--- config.mk ---
export PLATFORM = sky130hd
export DESIGN_NAME = sbtc_timer_top
export DESIGN_NICKNAME = d
export VERILOG_FILES = /design/src/core/sbtc_pkg.sv /design/src/core/sbtc_edge_sync.sv /design/src/core/sbtc_timer_top.sv
export VERILOG_INCLUDE_DIRS = /design/src /design/src/core
export SDC_FILE = /design/constraint.sdc
export NUM_CORES = 1
export LEC_CHECK = 0
export BUFFER_PORTS_ARGS = -buffer_cell sky130_fd_sc_hd__clkbuf_2
export CAP_MARGIN = 20
export CORE_ASPECT_RATIO = 1.5
export CORE_MARGIN = 8
export CORE_UTILIZATION = 30
export CTS_CLUSTER_DIAMETER = 80
export DETAILED_ROUTE_END_ITERATION = 6
export SLEW_MARGIN = 20
export SYNTH_ARGS = -nofsm -noshare
export SYNTH_HDL_FRONTEND = slang
export SYNTH_HIERARCHICAL = 1
export SYNTH_SLANG_ARGS = --single-unit
--- constraint.sdc ---
create_clock -name ref_clk -period 2.3 [get_ports ref_clk]
set_input_delay 0.23 -clock ref_clk [delete_from_list [all_inputs] [get_ports ref_clk]]
set_output_delay 0.23 -clock ref_clk [all_outputs]
set_load 0.005 [all_outputs]
--- src/core/sbtc_consts.svh ---
/*
  Offsets, field positions, reset values and timing counts of the 16-bit timer/counter.
  Assumes inclusion by bare name from the core files; definitions only.
*/
`ifndef SBTC_CONSTS_SVH
`define SBTC_CONSTS_SVH

// ============================================================
// register byte addresses
`define SBTC_ADDR_COUNT_LOW    12'h000
`define SBTC_ADDR_COUNT_HIGH   12'h004
`define SBTC_ADDR_CONTROL      12'h008
`define SBTC_ADDR_FLAG         12'h00C
`define SBTC_ADDR_ENABLE       12'h010

// ============================================================
// counter_control field positions
`define SBTC_CTRL_WIDE         7
`define SBTC_CTRL_XSTAT        6
`define SBTC_CTRL_PRESC_HI     5
`define SBTC_CTRL_PRESC_LO     4
`define SBTC_CTRL_OSC_EN       3
`define SBTC_CTRL_NOSYNC       2
`define SBTC_CTRL_CLKSEL       1
`define SBTC_CTRL_RUN          0

// ============================================================
// flag and enable positions, reset values
`define SBTC_FLAG_OVF          0
`define SBTC_CTRL_RESET        8'h00
`define SBTC_COUNT_RESET       16'h0000
`define SBTC_COUNT_MAX         16'hFFFF

// ============================================================
// compare mode code and timing counts
`define SBTC_MODE_SPECIAL_TRIG 4'hB
`define SBTC_INSTR_CLOCKS      4
`define SBTC_INSTR_LAST        2'(`SBTC_INSTR_CLOCKS - 1)

`endif

--- src/core/sbtc_pkg.sv ---
/*
  Types shared by the 16-bit timer/counter core.
  Assumes nothing of its surroundings.
*/
package sbtc_pkg;

  // ============================================================
  // counting modes
  typedef enum logic [1:0] {
    SBTC_MODE_TIMER,
    SBTC_MODE_SYNC_COUNT,
    SBTC_MODE_ASYNC_COUNT
  } sbtc_count_mode_t;

endpackage

--- src/core/sbtc_edge_sync.sv ---
/*
  Two-stage synchronizer for a pin level, with edge detection behind it.
  Assumes the input is asynchronous to ref_clk and slower than half its rate.
*/
module sbtc_edge_sync (
  // clock and reset
  input  wire logic ref_clk,
  input  wire logic rst_b,
  // pin side
  input  wire logic asyncIn,
  // synchronous side
  output logic      level,
  output logic      rise,
  output logic      fall
);

  // ============================================================
  // stages
  logic stage1;
  logic stage2;
  logic stage3;

  always_ff @(posedge ref_clk or negedge rst_b) begin
    if (!rst_b) begin
      stage1 <= 1'b0;
      stage2 <= 1'b0;
      stage3 <= 1'b0;
    end else begin
      stage1 <= asyncIn;
      stage2 <= stage1;
      stage3 <= stage2;
    end
  end

  assign level = stage2;
  assign rise  = stage2 & ~stage3;
  assign fall  = ~stage2 & stage3;

endmodule

--- src/core/sbtc_timer_top.sv ---
/*
  16-bit timer/counter with prescaler, special event trigger clear and APB registers.
  Assumes an APB master on ref_clk, compare-unit triggers on ref_clk, and count pins
  asynchronous to ref_clk.
*/
`include "sbtc_consts.svh"

module sbtc_timer_top (
  // clock and reset
  input  wire logic        ref_clk,
  input  wire logic        rst_b,
  // apb slave
  input  wire logic        psel,
  input  wire logic        penable,
  input  wire logic        pwrite,
  input  wire logic [11:0] paddr,
  input  wire logic [31:0] pwdata,
  output logic      [31:0] prdata,
  output logic             pready,
  output logic             pslverr,
  // count pins
  input  wire logic        extCountIn,
  input  wire logic        crystalIn,
  input  wire logic        sysClkFromCrystal,
  // compare units
  input  wire logic [3:0]  compareAMode,
  input  wire logic        compareATrig,
  input  wire logic [3:0]  compareBMode,
  input  wire logic        compareBTrig,
  // outputs to the system
  output logic             crystalOscEnable,
  output logic             overflowIrq,
  output logic      [15:0] countValue
);

  // ============================================================
  // functions
  function automatic logic [2:0] prescaleLast(input logic [1:0] sel);
    return 3'((4'h1 << sel) - 4'h1);
  endfunction

  function automatic logic isSpecialTrig(input logic [3:0] mode, input logic trig);
    return trig && (mode == `SBTC_MODE_SPECIAL_TRIG);
  endfunction

  // ============================================================
  // state
  logic [15:0] count;
  logic [7:0]  highBuf;
  logic [7:0]  snapHigh;
  logic [6:0]  control;
  logic        overflowFlag;
  logic        overflowEnable;
  logic [2:0]  prescale;
  logic [1:0]  instrDiv;
  logic        armed;

  // ============================================================
  // pin synchronizers
  logic extLevel, extRise, extFall;
  logic xtalLevel, xtalRise, xtalFall;
  logic xstatLevel;

  // external count clock crosses two stages before any edge logic
  sbtc_edge_sync u_ext_sync (
    .ref_clk (ref_clk),
    .rst_b   (rst_b),
    .asyncIn (extCountIn),
    .level   (extLevel),
    .rise    (extRise),
    .fall    (extFall)
  );

  sbtc_edge_sync u_xtal_sync (
    .ref_clk (ref_clk),
    .rst_b   (rst_b),
    .asyncIn (crystalIn),
    .level   (xtalLevel),
    .rise    (xtalRise),
    .fall    (xtalFall)
  );

  sbtc_edge_sync u_xstat_sync (
    .ref_clk (ref_clk),
    .rst_b   (rst_b),
    .asyncIn (sysClkFromCrystal),
    .level   (xstatLevel),
    .rise    (),
    .fall    ()
  );

  // ============================================================
  // control decode
  logic                      wideMode;
  logic [1:0]                prescaleSel;
  logic                      oscEnable;
  logic                      noSync;
  logic                      clockSelect;
  logic                      counterRun;
  sbtc_pkg::sbtc_count_mode_t countMode;

  assign wideMode    = control[`SBTC_CTRL_WIDE - 1];
  assign prescaleSel = control[`SBTC_CTRL_PRESC_HI:`SBTC_CTRL_PRESC_LO];
  assign oscEnable   = control[`SBTC_CTRL_OSC_EN];
  assign noSync      = control[`SBTC_CTRL_NOSYNC];
  assign clockSelect = control[`SBTC_CTRL_CLKSEL];
  assign counterRun  = control[`SBTC_CTRL_RUN];
  assign countMode   = !clockSelect ? sbtc_pkg::SBTC_MODE_TIMER :
                       noSync       ? sbtc_pkg::SBTC_MODE_ASYNC_COUNT :
                                      sbtc_pkg::SBTC_MODE_SYNC_COUNT;

  // ============================================================
  // apb decode
  logic setupPhase;
  logic accessDone;
  logic hitLow, hitHigh, hitControl, hitFlag, hitEnable;
  logic mapped;
  logic writeLow, writeHigh, writeControl, writeFlag, writeEnable;
  logic readLow;
  logic countWrite;

  assign setupPhase   = psel & ~penable;
  assign accessDone   = psel & penable;
  assign hitLow       = (paddr == `SBTC_ADDR_COUNT_LOW);
  assign hitHigh      = (paddr == `SBTC_ADDR_COUNT_HIGH);
  assign hitControl   = (paddr == `SBTC_ADDR_CONTROL);
  assign hitFlag      = (paddr == `SBTC_ADDR_FLAG);
  assign hitEnable    = (paddr == `SBTC_ADDR_ENABLE);
  assign mapped       = hitLow | hitHigh | hitControl | hitFlag | hitEnable;
  assign writeLow     = accessDone & pwrite & hitLow;
  assign writeHigh    = accessDone & pwrite & hitHigh;
  assign writeControl = accessDone & pwrite & hitControl;
  assign writeFlag    = accessDone & pwrite & hitFlag;
  assign writeEnable  = accessDone & pwrite & hitEnable;
  assign readLow      = accessDone & ~pwrite & hitLow;
  // in wide mode the high byte address only reaches the buffer
  assign countWrite   = writeLow | (writeHigh & ~wideMode);

  assign pready  = 1'b1;
  assign pslverr = accessDone & ~mapped;

  // ============================================================
  // read data, captured in the setup cycle
  logic [7:0]  readHighValue;
  logic [7:0]  readControl;
  logic [31:0] next_prdata;

  // live high byte directly, or the buffer in wide mode
  assign readHighValue = wideMode ? highBuf : count[15:8];
  assign readControl   = {control[6], xstatLevel, control[5:0]};
  assign next_prdata   = hitLow     ? {24'h00_0000, count[7:0]} :
                         hitHigh    ? {24'h00_0000, readHighValue} :
                         hitControl ? {24'h00_0000, readControl} :
                         hitFlag    ? {31'h0000_0000, overflowFlag} :
                         hitEnable  ? {31'h0000_0000, overflowEnable} :
                                      32'h0000_0000;

  always_ff @(posedge ref_clk or negedge rst_b) begin
    if (!rst_b) begin
      prdata   <= 32'h0000_0000;
      snapHigh <= 8'h00;
    end else if (setupPhase) begin
      prdata   <= next_prdata;
      snapHigh <= count[15:8];
    end
  end

  // ============================================================
  // count clock selection and prescaler
  logic instrTick;
  logic srcRise;
  logic srcFall;
  logic selectTick;
  logic incTick;

  assign instrTick  = (instrDiv == `SBTC_INSTR_LAST);
  assign srcRise    = oscEnable ? xtalRise : extRise;
  assign srcFall    = oscEnable ? xtalFall : extFall;
  // async counting only takes a rising edge once a falling edge has armed it
  assign selectTick = !clockSelect ? instrTick :
                      (srcRise & (armed | (countMode != sbtc_pkg::SBTC_MODE_ASYNC_COUNT)));
  // one increment per 8, 4, 2 or 1 selected ticks
  assign incTick    = counterRun & selectTick & (prescale == prescaleLast(prescaleSel));

  always_ff @(posedge ref_clk or negedge rst_b) begin
    if (!rst_b) begin
      instrDiv <= 2'h0;
    end else begin
      instrDiv <= instrDiv + 2'h1;
    end
  end

  always_ff @(posedge ref_clk or negedge rst_b) begin
    if (!rst_b) begin
      prescale <= 3'h0;
    end else if (writeLow) begin
      prescale <= 3'h0;
    end else if (counterRun & selectTick) begin
      prescale <= incTick ? 3'h0 : prescale + 3'h1;
    end
  end

  always_ff @(posedge ref_clk or negedge rst_b) begin
    if (!rst_b) begin
      armed <= 1'b0;
    end else if (countWrite) begin
      armed <= 1'b0;
    end else if (srcFall) begin
      armed <= 1'b1;
    end
  end

  // ============================================================
  // trigger clear and next count
  logic        trigClear;
  logic        wrap;
  logic [15:0] writtenCount;
  logic [15:0] next_count;

  // either compare unit in special-trigger mode clears, except in async counting
  assign trigClear    = (isSpecialTrig(compareAMode, compareATrig) | isSpecialTrig(compareBMode, compareBTrig))
                        & (countMode != sbtc_pkg::SBTC_MODE_ASYNC_COUNT);
  assign wrap         = incTick & (count == `SBTC_COUNT_MAX);
  assign writtenCount = writeLow ? {(wideMode ? highBuf : count[15:8]), pwdata[7:0]} :
                                   {pwdata[7:0], count[7:0]};
  // a write wins over a clear, a clear over counting, so the compare value is the period
  assign next_count   = countWrite ? writtenCount :
                        trigClear  ? `SBTC_COUNT_RESET :
                        incTick    ? count + 16'h0001 :
                                     count;

  always_ff @(posedge ref_clk or negedge rst_b) begin
    if (!rst_b) begin
      count <= `SBTC_COUNT_RESET;
    end else begin
      count <= next_count;
    end
  end

  always_ff @(posedge ref_clk or negedge rst_b) begin
    if (!rst_b) begin
      highBuf <= 8'h00;
    end else if (writeHigh & wideMode) begin
      highBuf <= pwdata[7:0];
    end else if (readLow & wideMode) begin
      highBuf <= snapHigh;
    end
  end

  // ============================================================
  // control, flag and enable registers
  always_ff @(posedge ref_clk or negedge rst_b) begin
    if (!rst_b) begin
      control <= 7'(`SBTC_CTRL_RESET);
    end else if (writeControl) begin
      control <= {pwdata[7], pwdata[5:0]};
    end
  end

  // a wrap or a write of 1 sets the flag; a trigger clear never does; set wins over clear
  always_ff @(posedge ref_clk or negedge rst_b) begin
    if (!rst_b) begin
      overflowFlag <= 1'b0;
    end else if (wrap & ~countWrite & ~trigClear) begin
      overflowFlag <= 1'b1;
    end else if (writeFlag) begin
      overflowFlag <= pwdata[`SBTC_FLAG_OVF];
    end
  end

  always_ff @(posedge ref_clk or negedge rst_b) begin
    if (!rst_b) begin
      overflowEnable <= 1'b0;
    end else if (writeEnable) begin
      overflowEnable <= pwdata[`SBTC_FLAG_OVF];
    end
  end

  assign overflowIrq      = overflowFlag & overflowEnable;
  assign crystalOscEnable = oscEnable;
  assign countValue       = count;

  // ============================================================
  // assertions
  property p_trig_clear;
    @(posedge ref_clk) disable iff (!rst_b)
    (trigClear & ~countWrite) |=> (count == 16'h0000);
  endproperty
  a_trig_clear: assert property (p_trig_clear) else $error("trigger did not clear count");

  property p_async_no_clear;
    @(posedge ref_clk) disable iff (!rst_b)
    ((countMode == sbtc_pkg::SBTC_MODE_ASYNC_COUNT) & ~countWrite & ~incTick
      & (isSpecialTrig(compareAMode, compareATrig) | isSpecialTrig(compareBMode, compareBTrig)))
      |=> (count == $past(count));
  endproperty
  a_async_no_clear: assert property (p_async_no_clear) else $error("clear active in async mode");

  property p_write_wins;
    @(posedge ref_clk) disable iff (!rst_b)
    (writeLow & trigClear) |=> (count[7:0] == $past(pwdata[7:0]));
  endproperty
  a_write_wins: assert property (p_write_wins) else $error("clear beat a software write");

  property p_flag_from_wrap;
    @(posedge ref_clk) disable iff (!rst_b)
    $rose(overflowFlag) |-> ($past(count) == 16'hFFFF || $past(writeFlag));
  endproperty
  a_flag_from_wrap: assert property (p_flag_from_wrap) else $error("flag set without wrap");

  property p_wrap_zero;
    @(posedge ref_clk) disable iff (!rst_b)
    (wrap & ~countWrite & ~trigClear) |=> (count == 16'h0000) && overflowFlag;
  endproperty
  a_wrap_zero: assert property (p_wrap_zero) else $error("wrap did not reach zero with flag");

  property p_instr_rate;
    @(posedge ref_clk) disable iff (!rst_b)
    instrTick |=> !instrTick [*3] ##1 instrTick;
  endproperty
  a_instr_rate: assert property (p_instr_rate) else $error("instruction tick not every 4 clocks");

  property p_count_cause;
    @(posedge ref_clk) disable iff (!rst_b)
    ##1 (count != $past(count)) |-> $past(countWrite | trigClear | incTick);
  endproperty
  a_count_cause: assert property (p_count_cause) else $error("count moved without cause");

  property p_wide_buffer;
    @(posedge ref_clk) disable iff (!rst_b)
    (readLow & wideMode & ~writeHigh) |=> (highBuf == $past(snapHigh));
  endproperty
  a_wide_buffer: assert property (p_wide_buffer) else $error("high buffer not loaded on low read");

  property p_async_rearm;
    @(posedge ref_clk) disable iff (!rst_b)
    countWrite |=> !armed;
  endproperty
  a_async_rearm: assert property (p_async_rearm) else $error("write did not disarm counting");

  property p_high_write;
    @(posedge ref_clk) disable iff (!rst_b)
    (writeHigh & ~wideMode) |=> (count[15:8] == $past(pwdata[7:0]));
  endproperty
  a_high_write: assert property (p_high_write) else $error("high byte write lost");

endmodule

# After elaboration in Yosys (flattened, before gate mapping)
# Index checks and enable logic that the tools add are counted.
# W data, S select, Z words.
[word_totals]
reg_bits = 87
inputBits = 62
[classes]
add_sub_neg = 4
n_eq_ne = 11
shifts = 1
n_mux = 24
bitwise_logic = 43
reduce_logical = 9
[ops]
columns = ["cell", "n"]
rows = [
  ["$mux W16", 4],
  ["$mux W8", 6],
  ["$and A1 B1 Y1", 26],
  ["$eq A12 B4 Y1 const B", 2],
  ["$add A16 B1 Y16 const B", 1],
  ["$eq A16 B16 Y1 const B", 1],
  ["$eq A12 B3 Y1 const B", 1],
  ["$eq A12 B5 Y1 const B", 1],
  ["$logic_not A12 Y1", 1],
  ["$not A1 Y1", 10],
  ["$mux W1", 9],
  ["$mux W3", 3],
  ["$eq A4 B4 Y1 const B", 2],
  ["$reduce_bool A2 Y1", 4],
  ["$or A1 B1 Y1", 7],
  ["$mux W2", 2],
  ["$ne A2 B2 Y1 const B", 2],
  ["$add A3 B1 Y3 const B", 1],
  ["$eq A3 B3 Y1", 1],
  ["$reduce_bool A3 Y1", 1],
  ["$shl A1 B2 Y3 const A", 1],
  ["$sub A3 B1 Y3 const B", 1],
  ["$add A2 B1 Y2 const B", 1],
  ["$eq A2 B2 Y1 const B", 1],
  ["other kinds (2)", 3],
]

# Logic depth before layout (Yosys ltp)
[logic_depth]
ltp_word = 12
mapped_depth = 8
depth_no_buf = 6

# By module
# The synthesis kept the hierarchy.
[modules_own_cells]
columns = ["mod", "instances", "cells_per_inst", "area_per_inst_um2", "seq_area_each_um2"]
rows = [
  ["sbtc_timer_top", 1, 394, 3713.6, 1376.3],
  ["sbtc_edge_sync", 3, 5, 90.1, 75.1],
]

# Worst setup path after synthesis
# No wires, ideal clock.
[synth_path]
path_type = "reg2reg"
start = "reg control[4]"
end = "reg count[3] (netlist: countValue[3])"
setup_time_ps = 126
arrival_ps = 1812
t_required_ps = 2174
setup_slack_ps = 362
path_stages_with_launch = 6
n_path_buf = 0
synth_period_minus_slack_ps = 1938
path_cell_list = "dfrtp_1 -> or2_1 -> a2111o_1 -> a211o_1 -> a21o_1 -> a221o_1"
[synth_via]
elab_chain_cells = 6
[synth_lines]
columns = ["item", "line", "rtl"]
rows = [
  ["start, declared", "sbtc_timer_top.sv:51", "logic [6:0] control;"],
  ["start signal, assigned", "sbtc_timer_top.sv:254", "control <= 7'(`SBTC_CTRL_RESET);"],
  ["start signal, assigned", "sbtc_timer_top.sv:256", "control <= {pwdata[7], pwdata[5:0]};"],
  ["$shl A1 B2 Y3", "sbtc_timer_top.sv:39", "return 3'((4'h1 << sel) - 4'h1);"],
  ["$sub A3 B1 Y3", "sbtc_timer_top.sv:39", ""],
  ["$eq A3 B3 Y1", "sbtc_timer_top.sv:183", "assign incTick = counterRun & selectTick & (prescale == prescaleLast(prescaleSel));"],
  ["$and A1 B1 Y1", "sbtc_timer_top.sv:183", ""],
  ["$reduce_bool A3 Y1 (no line)", "n/a", ""],
  ["$reduce_and A2 Y1 (no line)", "n/a", ""],
  ["end signal, assigned", "sbtc_timer_top.sv:234", "count <= `SBTC_COUNT_RESET;"],
  ["end signal, assigned", "sbtc_timer_top.sv:236", "count <= next_count;"],
  ["end, declared", "sbtc_timer_top.sv:48", "logic [15:0] count;"],
]
# Every way passes these cells.
# A chain may end at the register's enable or synchronous reset.

# Worst setup path in the final report
[layout_path]
start = "reg prescale[0]"
end = "reg count[6] (netlist: countValue[6])"
[layout_via]
elab_chain_cells = 4
[layout_lines]
columns = ["item", "line", "rtl"]
rows = [
  ["start, declared", "sbtc_timer_top.sv:54", "logic [2:0] prescale;"],
  ["start signal, assigned", "sbtc_timer_top.sv:199", "prescale <= incTick ? 3'h0 : prescale + 3'h1;"],
  ["$eq A3 B3 Y1", "sbtc_timer_top.sv:183", ""],
  ["$and A1 B1 Y1", "sbtc_timer_top.sv:183", ""],
  ["$reduce_bool A3 Y1 (no line)", "n/a", ""],
  ["$reduce_and A2 Y1 (no line)", "n/a", ""],
]
# Every way passes these cells.

==> out/results.ini <==
[drt]
via_per_inst = 5.42
drt-wirelength-per-cell_um = 19.5
drt_wl_total_mm = 12.7
first_pass_iters = 5
vias = 3547
ant_nets = 0
drc = 0
drt_iter0_drc = 320

[cells_and_area]
fin_area_um2 = 4820
layout-drive-gt1-share = 0.285
fin_util = 0.374
n_fill_cell = 1319
diodes = 0
syn_to_final_growth_pct = 22.3
final_nets = 555
layout.cells.non_filler = 654

[pwr]
p_seq_frac = 0.380
power_switching_uw = 659
powerDensity_nw_per_um2 = 628
p_int_uw = 2370
power_leakage_uw = 0.00209
clockPowerShare = 0.559
switching_share = 0.218
combPwrFrac = 0.060
peakVddDrop_v = 0.000308
p_total_uw = 3030

[placement]
placed_area_um2 = 4420
io_buffers = 64
dp.cells = 635
dp_hpwl_mm = 9.81
place_congestion = 0.927

[logic_synthesis]
syn_area_per_cell_um2 = 9.71
syn_inst = 406
yosysWarnings = 6
netlist_area_um2 = 3940

[critical_path]
cp_max_fo = 6
crit_arrival_ns = 2.37
cp_slowest_stage_delay_ns = 0.48
crit_path_end_kind = register
path_cells = or2_1 -> a2111o_1 -> a2111oi_1 -> o21ai_0 -> a21bo_2
slowest_stage = a2111oi_1
crit_required_ns = 2.53
path_class = reg -> reg
start_kind = register

[floorplan]
die_h_um = 156
core_um2 = 12900
fp.dieArea_um2 = 17100
die_width_um = 110
core.rowCount = 51
start_util = 0.306
io_pins = 114

[sta]
worst_slew_pin_slew_ns = 0.805
finalSetupViolCount = 0
fin_skew_ns = 0.00699
fin_crit_ns = 2.15
post-route-period-util = 0.933
fmax_mhz = 466
hold_viol = 0
rsz0062_at_grt = false
tns_ns = 0
max_slew_margin = 0.463
final_max_slew_viol_count = 0

[clock_network]
cts_tree = done
clock_latency_ns = 0.34
cts_max_level = 3
cts_resized = 0
numCtsBuffers = 9
path_clk_slew_ns = 0.06
cts.sinks = 63
clk_path_buf_depth = 2
cts_root_buffer = clkbuf_16

[global_routing]
grt_overflow = 0
grt_pass1_vias = 3689
grt_pass1_wl_mm = 19.9
grt_max_degree = 64
grt_usage = 0.152
antenna_found_initial = 0

[flow_run]
drv_cap = 0

[min_path]
hold_class = in -> async

[status]
outcome = finished, final reports clean

critical path: cells and delay by family, from the launching register on:
| family | cells | cell delay, ns |
|---|---|---|
| AO/OA/AOI/OAI | 4 | 1.31 |
| flip-flops | 1 | 0.44 |
| AND/OR/NAND/NOR | 1 | 0.28 |
layout by cell type, fill, tap and decap left out, drive strengths merged, types with 3 or more instances in the layout:
cell type and n:
nand3 10, o32ai 4, dfrtp 63, a41oi 3, bufinv 4, o2bb2ai 3
nor2 26, o31ai 7, conb 25, a2bb2oi 8, a21oi 26, mux2 11
o211ai 8, clkbuf 73, o21ai 21, dlygate4sd3 3, buf 28, mux2i 17
ha 3, a2111oi 3, nand2 33, nor2b 5, nor4 8, a211oi 4
and3 3, inv 17, nand4 9, nor3 13, o41ai 3, and3b 3
or4 3, a32oi 3, o211a 3, a221oi 3
final cells by class:
type	instances	area, µm²	share of cell area
Multi-Input combinational cell	304	2050	0.426
Tap cell	159	199	0.0413
Clock buffer	9	225	0.0467
Timing Repair Buffer	95	561	0.116
Inverter	17	63.8	0.0132
Clock inverter	7	145	0.0301
Sequential cell	63	1580	0.327
worst paths after layout:
check                      slack [ns]                 to                from  depth (start not counted)
hold reg to reg                  0.35  u_xtal_sync/level  u_xtal_sync/stage1                          0
setup / recovery                 0.15      countValue[6]         prescale[0]                          5
setup reg to reg                 0.15      countValue[6]         prescale[0]                          5
hold / removal                   0.07  u_ext_sync/stage1               rst_b                          2
max in group asynchronous        1.71        snapHigh[7]               rst_b                          2
min in group ref_clk             0.21         highBuf[7]           pwdata[7]                          3
power by group through the flow:
stage / clock [µW] / combinational (µW) / sequential (µW)
after floorplan: 0 / 100 / 1160
after global placement: 0 / 175 / 1170
after detailed placement: 0 / 180 / 1170
after CTS: 1720 / 184 / 1150
after global routing: 1770 / 205 / 1150
final: 1690 / 183 / 1150
state kept, by name, indices dropped and copies added, names as in the netlist, 2 cells and up:
signal,flops
instrDiv,2
prdata,8
snapHigh,8
highBuf,8
countValue,16
control,7
prescale,3
per-layer routing:
layer	vias up	global-route usage	share of wire
li1	1645	-	-
met1	1731	0.160	0.37
met2	144	0.271	0.52
met3	27	0.0342	0.070
met4	0	0.0795	0.042
met5	-	0	0
metrics by stage:
stage,hold WS [ns],setup slack [ns]
final,0.0672,0.155
after global routing,0.163,0.0627
after CTS,0.101,0.181
after detailed placement,0.337,0.178
after global placement,0.336,0.228
after floorplan,-0.0656,0.362
timing repair:
action	4_1_cts	5_1_grt
hold buffers	3	0
hold endpoints to repair	3	0
buffers inserted	0	0
Note: power is estimated with default switching activity, not from simulation.
